File: config.mk
export PLATFORM = sky130hd
export DESIGN_NAME = tcp_boolean_map_access
export DESIGN_NICKNAME = d
export VERILOG_FILES = /design/src/logic/point_bank.v /design/src/logic/frame_rx.v /design/src/logic/tcp_boolean_map_access.v
export VERILOG_INCLUDE_DIRS = /design/src /design/src/logic
export SDC_FILE = /design/constraint.sdc
export NUM_CORES = 1
export LEC_CHECK = 0
export ABC_AREA = 0
export BUFFER_PORTS_ARGS = -buffer_cell sky130_fd_sc_hd__clkbuf_2
export CAP_MARGIN = 20
export CELL_PAD_IN_SITES_DETAIL_PLACEMENT = 0
export CELL_PAD_IN_SITES_GLOBAL_PLACEMENT = 1
export CORE_ASPECT_RATIO = 0.75
export CORE_UTILIZATION = 35
export CTS_BUF_LIST = sky130_fd_sc_hd__clkbuf_16
export DETAILED_ROUTE_END_ITERATION = 6
export PLACE_DENSITY = 0.62
export SLEW_MARGIN = 10
export SYNTH_ARGS = -nofsm -noshare
export SYNTH_HDL_FRONTEND = slang
export SYNTH_SLANG_ARGS = --single-unit
File: constraint.sdc
create_clock -name core_clk_in -period 3.9 [get_ports core_clk_in]
set_input_delay 0.78 -clock core_clk_in [delete_from_list [all_inputs] [get_ports core_clk_in]]
set_output_delay 0.78 -clock core_clk_in [all_outputs]
set_load 0.02 [all_outputs]
File: src/logic/map_access_defines.vh
// constants for the tcp boolean mapping point request handler
// assumes byte-wide request and response streams framed by a start strobe
// Summary of operation
// frames open with a two-byte transaction tag pairing requests and replies.
// protocol tag follows and must be zero in requests and replies.
// two-byte length counts following bytes; read or single write carries six.
// unit address must equal configured device address, range 1 to 247.
// function 01 reads boolean points from start address and point count.
// read start address lies within 0x40 to 0x7f.
// read reply gives byte count then that many packed data bytes.
// two-byte read reply carries length five.
// start address lands in bit 0 of first byte, ascending onward.
// bits past the requested count in the last byte are zero.
// function 05 writes one point from point address and value.
// write value ff00 sets the point, 0000 clears it.
// single write address lies within 0x40 to 0x7f.
// a modified point is forwarded to its downstream ethernet slave.
// good single write is echoed with length six.
// replies copy tag and unit; foreign unit or protocol is ignored.
// out-of-window ranges or bad write values leave points unchanged.
`ifndef MAP_ACCESS_DEFINES_VH
`define MAP_ACCESS_DEFINES_VH
`define HDR_BYTES 8'h0c
`define PROTO_ZERO 16'h0000
`define REQ_LEN 16'h0006
`define FC_READ 8'h01
`define FC_WRITE 8'h05
`define MAP_LO 16'h0040
`define MAP_HI 16'h007f
`define MAP_DEPTH 7'h40
`define VAL_ONE 16'hff00
`define VAL_ZERO 16'h0000
`define UNIT_MIN 8'h01
`define UNIT_MAX 8'hf7
`define RD_LEN_BASE 16'h0003
`define WR_REPLY_BYTES 8'h0c
`define RD_FIXED_BYTES 8'h09
`endif

File: src/logic/point_bank.v
// bank of 64 boolean mapping points with registered byte read
// assumes one clock; write port takes effect on the next edge
`timescale 1ns/1ps
module point_bank
(
   input wire core_clk_in, // system clock
   input wire nrst_in, // async reset, active low
   input wire wr_en_in, // write one point
   input wire [5:0] wr_idx_in, // point index
   input wire wr_val_in, // new point value
   input wire [5:0] rd_idx_in, // first point of byte
   input wire [3:0] rd_cnt_in, // valid bits in byte, 1..8
   output reg [7:0] rd_byte_out // packed byte, registered
);
   reg [63:0] pts_q;
   wire [7:0] pick;
   // ============================================================
   // storage
   always @(posedge core_clk_in or negedge nrst_in)
   begin
      if (!nrst_in)
         pts_q <= 64'h0000_0000_0000_0000;
      else if (wr_en_in)
         pts_q[wr_idx_in] <= wr_val_in;
   end
   // ============================================================
   // packing: bit k is point rd_idx+k, zero past count or window end
   genvar k;
   generate
      for (k = 0; k < 8; k = k + 1)
      begin : g_pack
         localparam [6:0] OFS = k;
         wire [6:0] idx = {1'b0, rd_idx_in} + OFS;
         assign pick[k] = (k < rd_cnt_in) && !idx[6] && pts_q[idx[5:0]];
      end
   endgenerate
   always @(posedge core_clk_in or negedge nrst_in)
   begin
      if (!nrst_in)
         rd_byte_out <= 8'h00;
      else
         rd_byte_out <= pick;
   end
endmodule

File: src/logic/frame_rx.v
// collects the twelve bytes of a request frame into fields
// assumes a start pulse at the first byte of each frame
`timescale 1ns/1ps
`include "map_access_defines.vh"
module frame_rx
(
   input wire core_clk_in, // system clock
   input wire nrst_in, // async reset, active low
   input wire sof_in, // first byte of frame
   input wire vld_in, // byte valid
   input wire [7:0] byte_in, // request byte
   output reg done_out, // frame complete pulse
   output reg [95:0] frame_out // bytes, first in top
);
   reg [7:0] cnt_q;
   // ============================================================
   // shift in bytes; a new start discards a partial frame
   always @(posedge core_clk_in or negedge nrst_in)
   begin
      if (!nrst_in)
      begin
         cnt_q <= 8'h00;
         done_out <= 1'b0;
         frame_out <= 96'h0;
      end
      else
      begin
         done_out <= 1'b0;
         if (vld_in)
         begin
            frame_out <= {frame_out[87:0], byte_in};
            if (sof_in)
               cnt_q <= 8'h01;
            else if (cnt_q != 8'h00 && cnt_q < `HDR_BYTES)
               cnt_q <= cnt_q + 8'h01;
            if ((sof_in ? 8'h01 : cnt_q + 8'h01) == `HDR_BYTES)
            begin
               done_out <= 1'b1;
               cnt_q <= 8'h00;
            end
         end
      end
   end
endmodule

File: src/logic/tcp_boolean_map_access.v
// request handler for boolean mapping points over tcp-framed modbus
// assumes request bytes arrive with a frame start flag and replies are
// taken one byte per cycle while tx_rdy_in is high
`timescale 1ns/1ps
`include "map_access_defines.vh"
module tcp_boolean_map_access
(
   input wire core_clk_in, // 10 MHz clock
   input wire nrst_in, // async reset, active low
   input wire [7:0] unit_addr_in, // configured device address
   input wire rx_sof_in, // first request byte
   input wire rx_vld_in, // request byte valid
   input wire [7:0] rx_byte_in, // request byte
   input wire tx_rdy_in, // reply sink ready
   input wire fwd_rdy_in, // downstream forwarder ready
   output reg tx_vld_out, // reply byte valid
   output reg tx_sof_out, // first reply byte
   output reg tx_eof_out, // last reply byte
   output reg [7:0] tx_byte_out, // reply byte
   output reg fwd_vld_out, // downstream write request
   output reg [5:0] fwd_idx_out, // point index to forward
   output reg fwd_val_out, // value to forward
   output reg busy_out // request in service
);
   localparam ST_IDLE = 2'd0;
   localparam ST_FETCH = 2'd1;
   localparam ST_SEND = 2'd2;
   localparam ST_FWD = 2'd3;
   wire done;
   wire [95:0] fr;
   wire [7:0] pk_byte;
   reg [1:0] st_q;
   reg [95:0] req_q;
   reg [7:0] pos_q;
   reg [7:0] last_q;
   reg [5:0] rd_idx_q;
   reg [3:0] rd_cnt_q;
   reg [7:0] data_q [0:7];
   reg [2:0] fill_q;
   reg wr_en;
   reg [7:0] tb;
   integer i;
   // ============================================================
   // frame field views
   wire [15:0] f_proto = fr[79:64];
   wire [15:0] f_len = fr[63:48];
   wire [7:0] f_unit = fr[47:40];
   wire [7:0] f_fc = fr[39:32];
   wire [15:0] f_addr = fr[31:16];
   wire [15:0] f_arg = fr[15:0];
   wire [16:0] f_end = {1'b0, f_addr} + {1'b0, f_arg} - 17'h0_0001;
   // unit, protocol and length must match or the frame is dropped
   wire hdr_ok = (f_proto == `PROTO_ZERO) && (f_len == `REQ_LEN)
      && (f_unit == unit_addr_in) && (f_unit >= `UNIT_MIN) && (f_unit <= `UNIT_MAX);
   wire in_win = (f_addr >= `MAP_LO) && (f_addr <= `MAP_HI);
   // reads ending past the window are dropped so the reply never overruns data_q
   wire rd_ok = (f_fc == `FC_READ) && in_win && (f_arg != 16'h0000)
      && (f_end <= {1'b0, `MAP_HI});
   wire wr_ok = (f_fc == `FC_WRITE) && in_win
      && ((f_arg == `VAL_ONE) || (f_arg == `VAL_ZERO));
   wire [15:0] rd_bytes = (f_arg + 16'h0007) >> 3;
   // reply length field; the window keeps it inside the low byte
   wire [15:0] rep_len = (req_q[39:32] == `FC_READ) ? (`RD_LEN_BASE + ((req_q[15:0] + 16'h0007) >> 3))
      : `REQ_LEN;
   // ============================================================
   // request assembly
   frame_rx u_rx
   (
      .core_clk_in(core_clk_in),
      .nrst_in(nrst_in),
      .sof_in(rx_sof_in),
      .vld_in(rx_vld_in),
      .byte_in(rx_byte_in),
      .done_out(done),
      .frame_out(fr)
   );
   // ============================================================
   // point storage; written only by a validated single write
   always @*
   begin
      wr_en = done && hdr_ok && wr_ok && (st_q == ST_IDLE);
   end
   point_bank u_bank
   (
      .core_clk_in(core_clk_in),
      .nrst_in(nrst_in),
      .wr_en_in(wr_en),
      .wr_idx_in(f_addr[5:0]),
      .wr_val_in(f_arg == `VAL_ONE),
      .rd_idx_in(rd_idx_q),
      .rd_cnt_in(rd_cnt_q),
      .rd_byte_out(pk_byte)
   );
   // ============================================================
   // reply byte selection by position
   always @*
   begin
      tb = 8'h00;
      case (pos_q)
         8'h00: tb = req_q[95:88];
         8'h01: tb = req_q[87:80];
         8'h02: tb = 8'h00;
         8'h03: tb = 8'h00;
         8'h04: tb = 8'h00;
         8'h05: tb = rep_len[7:0];
         8'h06: tb = req_q[47:40];
         8'h07: tb = req_q[39:32];
         default:
         begin
            if (req_q[39:32] == `FC_READ)
            begin
               if (pos_q == 8'h08)
                  tb = last_q - `RD_FIXED_BYTES + 8'h01;
               else
                  tb = data_q[pos_q[2:0] - 3'd1];
            end
            else
            begin
               case (pos_q)
                  8'h08: tb = req_q[31:24];
                  8'h09: tb = req_q[23:16];
                  8'h0a: tb = req_q[15:8];
                  default: tb = req_q[7:0];
               endcase
            end
         end
      endcase
   end
   // ============================================================
   // control: accept, gather packed bytes, send, then forward a write
   always @(posedge core_clk_in or negedge nrst_in)
   begin
      if (!nrst_in)
      begin
         st_q <= ST_IDLE;
         req_q <= 96'h0;
         pos_q <= 8'h00;
         last_q <= 8'h00;
         rd_idx_q <= 6'h00;
         rd_cnt_q <= 4'h0;
         fill_q <= 3'd0;
         tx_vld_out <= 1'b0;
         tx_sof_out <= 1'b0;
         tx_eof_out <= 1'b0;
         tx_byte_out <= 8'h00;
         fwd_vld_out <= 1'b0;
         fwd_idx_out <= 6'h00;
         fwd_val_out <= 1'b0;
         busy_out <= 1'b0;
         for (i = 0; i < 8; i = i + 1)
            data_q[i] <= 8'h00;
      end
      else
      begin
         case (st_q)
            ST_IDLE:
            begin
               if (done && hdr_ok && (rd_ok || wr_ok))
               begin
                  req_q <= fr;
                  pos_q <= 8'h00;
                  busy_out <= 1'b1;
                  rd_idx_q <= f_addr[5:0] - 6'h00;
                  rd_cnt_q <= (f_arg > 16'h0008) ? 4'h8 : f_arg[3:0];
                  fill_q <= 3'd0;
                  if (rd_ok)
                  begin
                     last_q <= `RD_FIXED_BYTES + rd_bytes[7:0] - 8'h01;
                     st_q <= ST_FETCH;
                  end
                  else
                  begin
                     last_q <= `WR_REPLY_BYTES - 8'h01;
                     st_q <= ST_SEND;
                  end
               end
            end
            ST_FETCH:
            begin
               // one byte per two cycles: set index, then take the registered byte
               if (rd_cnt_q == 4'h0)
               begin
                  st_q <= ST_SEND;
               end
               else if (pos_q[0] == 1'b0)
                  pos_q <= 8'h01;
               else
               begin
                  data_q[fill_q] <= pk_byte;
                  fill_q <= fill_q + 3'd1;
                  pos_q <= 8'h00;
                  rd_idx_q <= rd_idx_q + 6'h08;
                  if ({5'h00, fill_q} + 8'h01 >= last_q - `RD_FIXED_BYTES + 8'h01)
                     rd_cnt_q <= 4'h0;
                  else
                     rd_cnt_q <= (req_q[15:0] - {10'h000, fill_q + 3'd1, 3'b000} > 16'h0008) ? 4'h8
                        : req_q[3:0] - {fill_q[0] + 1'b1, 3'b000};
               end
            end
            ST_SEND:
            begin
               if (tx_rdy_in || !tx_vld_out)
               begin
                  tx_vld_out <= 1'b1;
                  tx_byte_out <= tb;
                  tx_sof_out <= (pos_q == 8'h00);
                  tx_eof_out <= (pos_q == last_q);
                  if (pos_q == last_q)
                     st_q <= (req_q[39:32] == `FC_WRITE) ? ST_FWD : ST_IDLE;
                  pos_q <= pos_q + 8'h01;
                  if (pos_q == last_q && req_q[39:32] != `FC_WRITE)
                     busy_out <= 1'b0;
               end
            end
            ST_FWD:
            begin
               if (tx_rdy_in)
                  tx_vld_out <= 1'b0;
               // forward only once the last reply byte has been taken
               if (!tx_vld_out)
                  fwd_vld_out <= 1'b1;
               fwd_idx_out <= req_q[21:16];
               fwd_val_out <= (req_q[15:0] == `VAL_ONE);
               if (fwd_vld_out && fwd_rdy_in)
               begin
                  fwd_vld_out <= 1'b0;
                  busy_out <= 1'b0;
                  st_q <= ST_IDLE;
               end
            end
            default: st_q <= ST_IDLE;
         endcase
         // a pending last byte may still be taken while fetching or idle
         if (st_q != ST_SEND && tx_rdy_in)
            tx_vld_out <= 1'b0;
      end
   end
endmodule

# ---- After elaboration in Yosys (flattened, before gate mapping)
# Cells that the tools add are included.
dict set report op_classes {
  bitwise_logic 3
  reduce_logical 69
  order_cmp 30
  mux 76
  n_eq_ne 36
  addsub 25
}
# op count
set op_table {}
lappend op_table {{bitwise mux 64 bit} 2}
lappend op_table {{two-way mux 8 bit} 14}
lappend op_table {{< comparator 6 x 7 -> 1 bit (second input constant)} 9}
lappend op_table {{binary-select mux 1 bit (select 6 bit)} 8}
lappend op_table {{equality test 8 x 3 -> 1 bit (second input constant)} 6}
lappend op_table {{case mux 8 bit (3 select lines)} 2}
lappend op_table {{case mux 8 bit (6 select lines)} 1}
lappend op_table {{logical AND 1 bit} 35}
lappend op_table {{equality test 16 bit (second input constant)} 2}
lappend op_table {{equality test 8 x 4 -> 1 bit (second input constant)} 4}
lappend op_table {{greater-than comparator 16 x 4 -> 1 bit (second input constant)} 2}
lappend op_table {{logical NOT 16 bit} 2}
lappend op_table {{adder 6 x 3 -> 7 bit (second input constant)} 4}
lappend op_table {{adder 8 x 1 -> 8 bit (second input constant)} 3}
lappend op_table {{binary-select mux 8 bit (select 3 bit)} 1}
lappend op_table {{demux 8 bit (select 3 bit)} 1}
lappend op_table {{equality test 8 x 1 -> 1 bit (second input constant)} 3}
lappend op_table {{two-way mux 4 bit} 6}
lappend op_table {{adder 11 x 3 -> 11 bit (second input constant)} 2}
lappend op_table {{two-way mux 1 bit} 21}
lappend op_table {{two-way mux 6 bit} 3}
lappend op_table {{adder 16 x 16 -> 17 bit} 1}
lappend op_table {{less-or-equal comparator 17 x 7 -> 1 bit (second input constant)} 1}
lappend op_table {{subtractor 17 x 1 -> 17 bit (second input constant)} 1}
lappend op_table {{other kinds (59)} 105}
dict set report word_totals {
  output_inout_bits 20
  word_cells 267
  regBits 388
  in_bits 22
}

# ---- Depth between registers and ports, before layout
# Gate-level depths: netlist of the first run.
dict set report depth {
  word_depth 9
  mapped_depth 19
  mapped_depth_nobuf 15
}

# ---- Cells and area by module
# From an unflattened synthesis of the first run, not the netlist that was laid out.
dict set report unflattened {
  cells_unflattened 1813
  area_unflattened_um2 21294.2
}
# module seq_area_each_um2 cells_per_inst n_inst area_each_um2
set by_module_without_submodules {}
lappend by_module_without_submodules {tcp_boolean_map_access 4479.3 1021 1 10761.6}
lappend by_module_without_submodules {point_bank 1801.7 537 1 6452.4}
lappend by_module_without_submodules {frame_rx 2627.5 255 1 4080.2}

# ---- Worst setup path before layout of the first run
# OpenSTA, ideal clock, no wires.
dict set report synth_timing {
  kind {register to register}
  startpoint {register rd_idx_q[0]}
  endpoint {register u_bank.rd_byte_out[1]}
  arrival_ns 3.975
  path_buffers 5
  setup_time_ns 0.125
  required_ns 3.775
  stages_incl_launch_ff 13
  period_less_slack_ns 4.100
  path_slack_ns -0.200
  cell_sequence {dfrtp_1 > clkbuf_1 > buf_1 > clkbuf_1 > inv_1 > ha_1 > clkbuf_1 > buf_1 > mux4_2 > mux4_2 > mux2_2 > o21ai_0 > nor2_1}
}
dict set report synth_via {
  elab_chain_cells 4
  word_cells_on_any_way 6
  classes_between {1 x add/sub; 2 x mux; 3 x reduce/logical}
}
# item line
set synth_rtl {}
lappend synth_rtl {{start: declaration} tcp_boolean_map_access.v:36} ;# reg [5:0] rd_idx_q;
lappend synth_rtl {{start signal: assignment} tcp_boolean_map_access.v:163} ;# rd_idx_q <= f_addr[5:0] - 6'h00;
lappend synth_rtl {{start signal: assignment} tcp_boolean_map_access.v:192} ;# rd_idx_q <= rd_idx_q + 6'h08;
lappend synth_rtl {{adder 6 x 1 -> 7 bit *} point_bank.v:33} ;# wire [6:0] idx = {1'b0, rd_idx_in} + OFS;
lappend synth_rtl {{binary-select mux 1 bit (select 6 bit) or logical NOT 1 bit (tied branches)} point_bank.v:34} ;# assign pick[k] = (k < rd_cnt_in) && !idx[6] && pts_q[idx[5:0]];
lappend synth_rtl {{two-way mux 1 bit (implied by the code) or logical AND 1 bit (tied branches)} point_bank.v:34}
lappend synth_rtl {{logical AND 1 bit *} point_bank.v:34}
lappend synth_rtl {{via u_bank.pick[1]} point_bank.v:16} ;# wire [7:0] pick;
lappend synth_rtl {{end signal: assignment} point_bank.v:42} ;# rd_byte_out <= pick;
lappend synth_rtl {{end: declaration} point_bank.v:13} ;# output reg [7:0] rd_byte_out
# The timed path passes the listed nets; every way through them passes the cells marked *. The select of a mux whose other input is x is not followed.
# A chain may end at the register's enable or synchronous reset.

# ---- Worst setup path in the final report of the first run
dict set report layout_timing {
  startpoint {register u_rx.frame_out[13]}
  endpoint {register pos_q[5]}
}
dict set report layout_via {
  elab_chain_cells 8
  word_cells_on_any_way 14
  classes_between {2 x add/sub; 1 x order compare; 2 x eq/ne; 9 x reduce/logical}
}
# item line
set layout_rtl {}
lappend layout_rtl {{start: declaration} frame_rx.v:13} ;# output reg [95:0] frame_out
lappend layout_rtl {{start signal: assignment} frame_rx.v:31} ;# frame_out <= {frame_out[87:0], byte_in};
lappend layout_rtl {{adder 16 x 16 -> 17 bit} tcp_boolean_map_access.v:51} ;# wire [16:0] f_end = {1'b0, f_addr} + {1'b0, f_arg} - 17'h0_0001;
lappend layout_rtl {{subtractor 17 x 1 -> 17 bit} tcp_boolean_map_access.v:51}
lappend layout_rtl {{less-or-equal comparator 17 x 7 -> 1 bit} tcp_boolean_map_access.v:58} ;# && (f_end <= {1'b0, `MAP_HI});
lappend layout_rtl {{logical AND 1 bit} tcp_boolean_map_access.v:57} ;# wire rd_ok = (f_fc == `FC_READ) && in_win && (f_arg != 16'h0000)
lappend layout_rtl {{logical OR 1 bit *} tcp_boolean_map_access.v:158} ;# if (done && hdr_ok && (rd_ok || wr_ok))
lappend layout_rtl {{logical AND 1 bit *} tcp_boolean_map_access.v:158}
lappend layout_rtl {{inequality test 2 x 1 -> 1 bit (no line) *} n/a}
lappend layout_rtl {{AND reduction 4 bit (no line) *} n/a}
lappend layout_rtl {{end signal: assignment} tcp_boolean_map_access.v:210} ;# pos_q <= pos_q + 8'h01;
lappend layout_rtl {{end: declaration} tcp_boolean_map_access.v:34} ;# reg [7:0] pos_q;
# Every way passes the cells marked *; elsewhere a longest branch is shown, timed or not.

==> results of run 1 <==
[power groups by stage]
stage / Sequential (W) / Combinational [W] / Clock (W)
after CTS: 0.00466 / 0.00450 / 0.00397
after global placement: 0.00470 / 0.00442 / 0
final: 0.00466 / 0.00462 / 0.00386
after floorplan: 0.00450 / 0.00324 / 0
after detailed placement: 0.00473 / 0.00447 / 0
after global routing: 0.00474 / 0.00507 / 0.00411
[final cells by class]
type                    count  area (sq um)
clock buffers              40          1000
clock inverters            29           319
fillers                  5523         33800
inverters                  97           364
multi-input cells        1214         11000
flip-flops and latches    356          8910
well taps                 780           976
repair buffers            159          1250
[worst max-delay path, delay by kind of cell, from the launching register on]
kind                       cells  cell delay (ps)
adders and majority gates      2              460
DFF                            1              390
buffers and inverters          3              410
and+or+nand+nor                1              560
AOI/OAI and AO/OA              8             1850
[flip-flops by register name, indices dropped and copies added (netlist names)]
signal and flops:
u_rx.cnt_q 8, u_bank.rd_byte_out 8, fwd_val_out 1, tx_sof_out 1, fwd_vld_out 1, u_rx.done_out 1
u_rx.frame_out 96, fill_q 3, data_q 64, u_bank.pts_q 64, st_q 2, pos_q 8
busy_out 1, req_q 64, rd_idx_q 6, last_q 8, rd_cnt_q 4, tx_byte_out 8
fwd_idx_out 6, tx_eof_out 1, tx_vld_out 1
[cell usage after synthesis, drive strengths merged, types with 9 or more instances]
| master | n | area share |
|---|---|---|
| mux2i | 15 | 0.0073 |
| mux4 | 115 | 0.13 |
| nor4 | 17 | 0.0052 |
| a21oi | 48 | 0.012 |
| xnor2 | 34 | 0.015 |
| a222oi | 10 | 0.0049 |
| inv | 95 | 0.017 |
| xor2 | 34 | 0.015 |
| dfrtp | 356 | 0.43 |
| ha | 63 | 0.038 |
| o31ai | 11 | 0.0040 |
| nand2 | 163 | 0.030 |
| and2 | 25 | 0.0076 |
| a211oi | 13 | 0.0048 |
| o21ai | 105 | 0.026 |
| buf | 26 | 0.0064 |
| nand4 | 21 | 0.0064 |
| clkbuf | 80 | 0.015 |
| o211ai | 9 | 0.0033 |
| nor3 | 22 | 0.0054 |
| a22o | 19 | 0.0081 |
| mux2 | 233 | 0.13 |
| a21o | 13 | 0.0048 |
| nand3 | 31 | 0.0076 |
| nor2 | 77 | 0.014 |
| nor2b | 12 | 0.0037 |
[metal layers]
| metal | up-vias | part of all wire | GRT usage |
|---|---|---|---|
| met5 | - | 0 | 0 |
| met2 | 414 | 0.40 | 0.271 |
| met1 | 7526 | 0.51 | 0.314 |
| met3 | 70 | 0.068 | 0.0469 |
| met4 | 0 | 0.017 | 0.0444 |
| li1 | 6726 | - | - |
[metrics by stage]
step,TNS (ps),hold WS [ps],instance area (sq um)
floorplan,0,436,20500
global placement,-1100,452,22200
detailed placement,-2770,455,22200
CTS,-730,295,23600
global route,-158,292,23800
finish,0,244,23800
[timing repair]
action,CTS,global route
setup endpoints to repair,21,46
hold buffers,0,0
gates cloned,0,2
gates resized for setup,3,26
setup buffers,0,5
pin swaps,0,12
[how the worst max path moves through the flow]
stage	from	end	slack, ps	cells past startpoint
after floorplan	rd_idx_q[0]	u_bank.rd_byte_out[7]	4	11
after global placement	u_rx.frame_out[18]	pos_q[6]	-110	13
after detailed placement	u_rx.frame_out[18]	pos_q[5]	-200	13
after CTS	u_rx.frame_out[7]	rd_idx_q[5]	-90	13
after global routing	u_rx.frame_out[18]	pos_q[5]	-40	14
final	u_rx.frame_out[13]	pos_q[5]	80	14
[cell families after synthesis]
group | after synthesis | synth area share
compound gates | 284 | 0.0914
xor+xnor | 68 | 0.0290
flops | 356 | 0.435
fa+ha+maj | 66 | 0.0409
buf+inv | 203 | 0.0388
simple gates | 433 | 0.104
mux | 363 | 0.262
==> out/metrics.cfg, run 1 <==
[power_and_ir_drop]
sequentialPowerShare=0.355
power_w=0.0131
p_int_w=0.00842
pwr-share-comb=0.352
peakVddDrop_mv=0.382
powerDensity_nw_per_um2=552
leakagePower_nw=10.7
switching_power_w=0.00472
swShare=0.359
power_frac_clock=0.293

[clock_tree]
clk_pin_slew_ps=60
clock_sinks=356
htreeDepth=2
cts_tree=yes
clk_latency_ps=590
cts_root_buffer=clkbuf_16
cts.path.max_buffers=3
cts-buffers-inserted=40

[final_layout]
areaGrowthSynthToFinish_pct=16.1
diodes=0
utilization=0.413
layout_commonest_cell=dfrtp_1
final_cells=2675
nets=1955
drive_above_1_share=0.317
mostFrequentLayoutCells=dfrtp_1 (355), mux2_2 (233), nand2_1 (163)

[placement]
numPortBuffers=41
dp.cells=2599
dp_hpwl_mm=42.0
gp_congestion=0.918
dp_slack_ps=-202

[critical_path]
crit_chain=inv_1, ha_1, inv_1, ha_4, a21o_1, a21oi_4, o211ai_1, or4_4, a2111oi_4, a41oi_4, o21a_4, buf_4, o31ai_1, o41ai_2
cpPeakStageDelay_ps=560
crit_required_ps=4340
r2r_slack_ps=80
rr_startpoint=u_rx.frame_out[13]
startpoint_type=register
end_kind=register
crit_arrival_ps=4270
rr_worst_depth=14
r2r_end=pos_q[5]
crit_type=register to register
cp_slowest_cell=or4_4
cpMostUsedCell=inv_1
crit_fanout=12

[floorplanning]
initial_core_util=0.356
dieArea_sq_um=59600
ios=42
num_rows=76
die_h_um=212
die_x_um=281
core_area_sq_um=57600

[yosys]
syn_area_sq_um=20500
synthFlopType=dfrtp_1
synth_warnings=0
synth_nets=1860
synth_seq_area_share=0.435
synth-edff-count=0
synth.distinct_cells=69
async_flop_share=1.00
postSynthCellCount=1773
syn_avg_cell_area_sq_um=11.6
ys_ff_latch=356

[sta]
period_minus_slack_ps=3820
worstMarginPinSlew_ps=881
grt_setup_unrepaired=yes
finalHoldViolCount=0
fin_crit_sh=0.981
skew_ps=33.0
setup_viol=0
fin_ws_ps=75.0
maxSlewViolCount=0
maxSlewHeadroom=0.413
max_freq_mhz=261

[detailed_routing]
viasPerCell=5.51
vias=14700
drc=0
ant_nets=0
wl_mm=58.0
wl_per_cell_um=21.7
first_pass_iters=5
drt_iter0_markers=1402

[min_path]
hp-class=primary input to async pin

[global_route]
grt_pass1_wl_mm=90.6
grt_start_max_net_pins=96
antenna_found_initial=2
grt_use_total=0.199
first_global_vias=14800
grt-ovfl-total=0

[run_status]
status=completed

[job]
maxCapViolations=0

No activity file was read; power rests on OpenSTA's default activity.
==> run 2, diff against run 1 <==
--- a/config.mk
+++ b/config.mk
@@ -13,7 +13,6 @@
 export CELL_PAD_IN_SITES_GLOBAL_PLACEMENT = 1
 export CORE_ASPECT_RATIO = 0.75
 export CORE_UTILIZATION = 35
-export CTS_BUF_LIST = sky130_fd_sc_hd__clkbuf_16
 export DETAILED_ROUTE_END_ITERATION = 6
 export PLACE_DENSITY = 0.62
 export SLEW_MARGIN = 10
==> run 2 against run 1 <==
Routed wire length barely moved. Count of clock-buffer cells in the layout grew 12. Sequential power about the same. Largest power group unchanged. Sequential share of layout area is 0.078 points lower. Cell count did not move. Largest cell class unchanged. Via count is 0.29% higher. Highest routed layer unchanged. Register-to-register slack about the same. Flip-flop and latch count is the same. Worst hold slack improved by 4.4 ps. Global-route usage about the same. Fmax decreased by 0.19%.
==> out/metrics.cfg, run 2 (same netlist as run 1, synthesis figures left out) <==
[run_status]
status=completed  ; unchanged

[detailed_routing]
first_pass_iters=6  ; was 5
vias=14800  ; was 14700
viasPerCell=5.52  ; was 5.51
wl_per_cell_um=21.7  ; about the same
ant_nets=0  ; unchanged
drt_iter0_markers=1469  ; was 1402
wl_mm=58.0  ; about the same
drc=0  ; unchanged

[final_layout]
layout_commonest_cell=dfrtp_1  ; unchanged
final-seq-area_sq_um=8910  ; unchanged
diodes=0  ; unchanged
largest_reg_flops=96  ; unchanged
nets=1955  ; unchanged
regMostFlops=u_rx.frame_out  ; unchanged
drive_above_1_share=0.319  ; was 0.317
fillerInstances=5512  ; was 5523
areaGrowthSynthToFinish_pct=16.4  ; was 16.1%
mostFrequentLayoutCells=dfrtp_1 (355), mux2_2 (233), nand2_1 (163)  ; unchanged
multi_input_area_sq_um=11000  ; unchanged

[power_and_ir_drop]
leakagePower_nw=10.7  ; about the same
swShare=0.356  ; was 0.359
p_int_w=0.00853  ; was 0.00842 W
powerDensity_nw_per_um2=556  ; was 552 nW/um^2
pwr-share-comb=0.349  ; was 0.352
power_w=0.0133  ; was 0.0131 W
sequentialPowerShare=0.351  ; was 0.355
power_frac_clock=0.299  ; was 0.293
peakVddDrop_mv=0.382  ; about the same
switching_power_w=0.00472  ; about the same

[global_route]
grt_start_max_net_pins=96  ; unchanged
grt_use_total=0.199  ; about the same
grt-ovfl-total=0  ; unchanged
first_global_vias=14800  ; about the same
antenna_found_initial=2  ; unchanged
grt_pass1_wl_mm=90.7  ; was 90.6 mm

[floorplanning]
initial_core_util=0.356  ; unchanged
ios=42  ; unchanged
die_x_um=281  ; unchanged
num_rows=76  ; unchanged
core_area_sq_um=57600  ; unchanged
die_h_um=212  ; unchanged
dieArea_sq_um=59600  ; unchanged

[critical_path]
crit_type=register to register  ; unchanged
cpPeakStageDelay_ps=560  ; about the same
crit_chain=inv_1, ha_1, inv_1, ha_4, a21o_1, a21oi_4, o211ai_1, or4_4, a2111oi_4, a41oi_4, o21a_4, buf_4, o31ai_1, o41ai_2  ; unchanged
cpMostUsedCell=inv_1  ; unchanged
crit_fanout=12  ; unchanged
cp_slowest_cell=or4_4  ; unchanged
crit_required_ps=4340  ; about the same
crit_arrival_ps=4270  ; about the same
startpoint_type=register  ; unchanged
end_kind=register  ; unchanged

[clock_tree]
cts.path.max_buffers=3  ; unchanged
clk_latency_ps=590  ; about the same
clk_pin_slew_ps=60  ; about the same
holdBufCountCts=0  ; unchanged
cts-buffers-inserted=40  ; unchanged
cts_root_buffer=clkbuf_16  ; unchanged
cts_tree=yes  ; unchanged
clock_sinks=356  ; unchanged
htreeDepth=2  ; unchanged

[sta]
setup_viol=0  ; unchanged
period_minus_slack_ps=3830  ; was 3820 ps
final.setup.tns_ps=0  ; unchanged
grt_setup_unrepaired=yes  ; unchanged
maxSlewViolCount=0  ; unchanged
skew_ps=31.0  ; was 33.0 ps
max_freq_mhz=261  ; about the same
finalHoldViolCount=0  ; unchanged
fin_crit_sh=0.983  ; was 0.981
worstMarginPinSlew_ps=877  ; was 881 ps
maxSlewHeadroom=0.415  ; was 0.413

[job]
maxCapViolations=0  ; unchanged

[placement]
numPortBuffers=41  ; unchanged
dp_hpwl_mm=42.0  ; unchanged
gp_congestion=0.918  ; unchanged

[min_path]
hp-class=primary input to async pin  ; unchanged

run 2: cell types whose count changed in the layout (fill, tap and decap cells not counted):
| cell | previous run | this run |
|---|---|---|
| clkbuf_1 | 0 | 7 |
| inv_1 | 101 | 94 |
| clkbuf_8 | 0 | 5 |
| clkinv_1 | 7 | 2 |
run 2: timing repair:
action | in CTS | in global routing
gates resized for setup | 3 | 26
setup buffers | 0 | 5
endpoints found under the setup margin | 21 | 46
cloned | 0 | 2
pin swaps | 0 | 12
run 2: worst paths after layout:
kind                                    startpoint       endpoint  slack, ps  cells past startpoint
worst max-delay path            u_rx.frame_out[13]       pos_q[5]         70                     14
worst min-delay path                       nrst_in  u_rx.cnt_q[7]        250                      1
worst max register to register  u_rx.frame_out[13]       pos_q[5]         70                     14
worst min register to register           req_q[22]      req_q[22]        470                      1
max in group asynchronous                  nrst_in     data_q[26]       2640                      2
min in group core_clk_in                fwd_rdy_in    fwd_vld_out        420                      2
run 2: cell type report:
type	count	area share
multi-input combinational	1214	0.460
sequential	356	0.374
timing repair buffer	159	0.0524
clock buffer	52	0.0459
tap	780	0.0409
inverter	97	0.0153
clock inverter	17	0.0115
run 2: routing by layer:
metal,up-vias,wire length [um],track usage,part of all wire
met2,452,23500,0.271,0.40
met5,-,0,0,0
met3,69,4370,0.0462,0.075
li1,6720,-,-,-
met1,7537,29200,0.314,0.50
met4,0,972,0.0452,0.017
run 2: critical path: cells and delay by family, from the launching register on:
family                     cells  cell delay, ps
AOI/OAI and AO/OA              8            1850
adders and majority gates      2             520
buffers and inverters          3             390
DFF                            1             360
and+or+nand+nor                1             560
run 2: power by group through the flow:
stage	combinational (W)	clock [W]	sequential, W
2_1_floorplan	0.00324	0	0.00450
3_3_place_gp	0.00442	0	0.00470
3_5_place_dp	0.00447	0	0.00473
4_1_cts	0.00450	0.00408	0.00467
5_1_grt	0.00507	0.00422	0.00474
6_report	0.00463	0.00397	0.00466
run 2: per-stage QoR:
stage	utilization	setup slack, ps	cell area [sq um]	cells	hold slack [ps]
final	0.414	67.6	23900	2675	249
after global routing	0.414	-39.4	23900	2675	296
after CTS	0.410	-88.7	23600	2668	299
after detailed placement	0.386	-202	22200	2599	455
after global placement	0.386	-110	22200	2599	452
after floorplan	-	4.37	20500	1773	436
==> run 3, diff against run 2 <==
--- a/config.mk
+++ b/config.mk
@@ -14,7 +14,7 @@
 export CORE_ASPECT_RATIO = 0.75
 export CORE_UTILIZATION = 35
 export DETAILED_ROUTE_END_ITERATION = 6
-export PLACE_DENSITY = 0.62
+export PLACE_DENSITY = 0.57
 export SLEW_MARGIN = 10
 export SYNTH_ARGS = -nofsm -noshare
 export SYNTH_HDL_FRONTEND = slang
==> run 3 against run 2 <==
Sequential power is 1% lower. Largest power group is now combinational cells. Register-to-register slack better by 60 ps. Final area is 0.27% lower. Routed wire length is 1.7% higher. Clock power is 5% lower.
==> out/metrics.cfg, run 3 (same netlist as run 1, synthesis figures left out) <==
[placement]
numPortBuffers=41  ; unchanged
dp_hpwl_mm=43.8  ; was 42.0 mm
gp_congestion=0.891  ; was 0.918
dp.cells=2608  ; was 2599

[run_status]
status=completed  ; unchanged

[floorplanning]
num_rows=76  ; unchanged
die_h_um=212  ; unchanged
die_x_um=281  ; unchanged
ios=42  ; unchanged
core_area_sq_um=57600  ; unchanged
dieArea_sq_um=59600  ; unchanged
initial_core_util=0.356  ; unchanged

[final_layout]
diodes=0  ; unchanged
largest_reg_flops=96  ; unchanged
mostFrequentLayoutCells=dfrtp_1 (355), mux2_2 (233), nand2_1 (163)  ; unchanged
regMostFlops=u_rx.frame_out  ; unchanged
drive_above_1_share=0.324  ; was 0.319
final_cells=2684  ; was 2675
nets=1961  ; was 1955
areaGrowthSynthToFinish_pct=16.1  ; was 16.4%
layout_commonest_cell=dfrtp_1  ; unchanged

[global_route]
first_global_vias=14700  ; was 14800
antenna_found_initial=0  ; was 2
grt_use_total=0.203  ; was 0.199
grt_pass1_wl_mm=91.6  ; was 90.7 mm
grt-ovfl-total=0  ; unchanged
grt_start_max_net_pins=94  ; was 96

[clock_tree]
cts_root_buffer=clkbuf_16  ; unchanged
clock_sinks=356  ; unchanged
cts.path.max_buffers=3  ; unchanged
clk_pin_slew_ps=60  ; about the same
htreeDepth=2  ; unchanged
clk_latency_ps=580  ; was 590 ps
cts_tree=yes  ; unchanged
cts-buffers-inserted=40  ; unchanged

[detailed_routing]
ant_nets=0  ; unchanged
vias=14600  ; was 14800
drt_iter0_markers=1042  ; was 1469
viasPerCell=5.46  ; was 5.52
wl_per_cell_um=22.0  ; was 21.7 um
drc=0  ; unchanged
first_pass_iters=6  ; unchanged
wl_mm=59.0  ; was 58.0 mm

[job]
maxCapViolations=0  ; unchanged

[critical_path]
startpoint_type=register  ; unchanged
crit_buf_inv=4  ; was 3
end_kind=register  ; unchanged
rr_startpoint=u_rx.frame_out[1]  ; was u_rx.frame_out[13]
crit_cells=15  ; was 14
crit_type=register to register  ; unchanged
crit_family=compound AO/OA/AOI/OAI gates  ; unchanged
cpPeakStageDelay_ps=390  ; was 560 ps
cpMostUsedCell=inv_1  ; unchanged
crit_required_ps=4360  ; was 4340 ps
crit_chain=inv_1, ha_1, inv_1, ha_1, inv_1, fa_1, nor2b_1, o2111ai_1, a21oi_1, or2_2, o2111a_1, and4_2, o21ai_4, buf_12, mux2_2  ; was inv_1, ha_1, inv_1, ha_4, a21o_1, a21oi_4, o211ai_1, or4_4, a2111oi_4, a41oi_4, o21a_4, buf_4, o31ai_1, o41ai_2
rr_worst_depth=15  ; was 14
crit_arrival_ps=4230  ; was 4270 ps
cp_slowest_cell=o21ai_4  ; was or4_4
r2r_end=req_q[88]  ; was pos_q[5]
r2r_slack_ps=130  ; was 70 ps
crit_fanout=29  ; was 12

[sta]
period_minus_slack_ps=3770  ; was 3830 ps
finalHoldViolCount=0  ; unchanged
final.setup.tns_ps=0  ; unchanged
fin_crit_sh=0.968  ; was 0.983
max_freq_mhz=265  ; was 261 MHz
skew_ps=35.0  ; was 31.0 ps
worstMarginPinSlew_ps=875  ; was 877 ps
setup_viol=0  ; unchanged
maxSlewViolCount=0  ; unchanged
maxSlewHeadroom=0.410  ; was 0.415

[power_and_ir_drop]
powerDensity_nw_per_um2=549  ; was 556 nW/um^2
p_int_w=0.00835  ; was 0.00853 W
swShare=0.361  ; was 0.356
peakVddDrop_mv=0.321  ; was 0.382 mV
leakagePower_nw=10.6  ; was 10.7 nW
pwr-share-comb=0.358  ; was 0.349
power_frac_clock=0.290  ; was 0.299
switching_power_w=0.00471  ; was 0.00472 W
power_w=0.0131  ; was 0.0133 W
sequentialPowerShare=0.352  ; was 0.351

[min_path]
hp-class=primary input to async pin  ; unchanged

-- run 3: changes by cell type in the layout (fill, tap and decap cells not counted), moves of 2 or more --
cell	delta
inv_2	+2
ha_1	-3
bufinv_16	-4
buf_12	-3
buf_4	+11
clkbuf_1	+3
o31ai_4	+2
clkbuf_8	+5
clkbuf_16	-2
ha_4	+2
inv_6	+3
o31ai_1	-2
-- run 3: how the worst max path moves through the flow --
stage,end,slack (ps),start
final,req_q[88],130,u_rx.frame_out[1]
after global routing,pos_q[4],-40,u_rx.frame_out[17]
after CTS,pos_q[7],10,u_rx.frame_out[7]
after detailed placement,pos_q[5],-220,u_rx.frame_out[18]
after global placement,pos_q[3],-120,u_rx.frame_out[7]
after floorplan,u_bank.rd_byte_out[7],4,rd_idx_q[0]
-- run 3: power groups by stage --
stage | registers [W] | clock network [W] | logic (W)
final | 0.00460 | 0.00379 | 0.00468
after global routing | 0.00467 | 0.00406 | 0.00512
after CTS | 0.00460 | 0.00391 | 0.00459
after detailed placement | 0.00466 | 0 | 0.00455
after global placement | 0.00466 | 0 | 0.00451
after floorplan | 0.00450 | 0 | 0.00324
-- run 3: cell type report --
cell class	instances	area, sq um
inverters	97	364
repair buffers	165	1220
well taps	780	976
clock inverters	12	124
fillers	5570	33800
clock buffers	60	1180
flip-flops and latches	356	8910
multi-input cells	1214	11000
-- run 3: per-stage QoR --
step	setup slack (ps)	hold slack, ps	util	cell area (sq um)
after floorplan	4.37	436	-	20500
after global placement	-124	456	0.386	22300
after detailed placement	-221	465	0.386	22300
after CTS	9.83	255	0.409	23600
after global routing	-42.9	257	0.413	23800
final	126	210	0.413	23800
-- run 3: layer usage --
metal  up-vias  wire length (um)  global-route usage  share of wire
li1       6715                 -                   -              -
met4         0              1230              0.0485          0.021
met3        75              3350              0.0398          0.057
met1      7479             31000               0.327           0.53
met5         -                 0                   0              0
met2       375             23400               0.273           0.40
-- run 3: repair_timing --
item / in CTS / in global routing
hold buffers: 0 / 0
pin swaps: 1 / 14
setup endpoints to repair: 22 / 59
buffers inserted: 0 / 4
resized for setup: 5 / 30
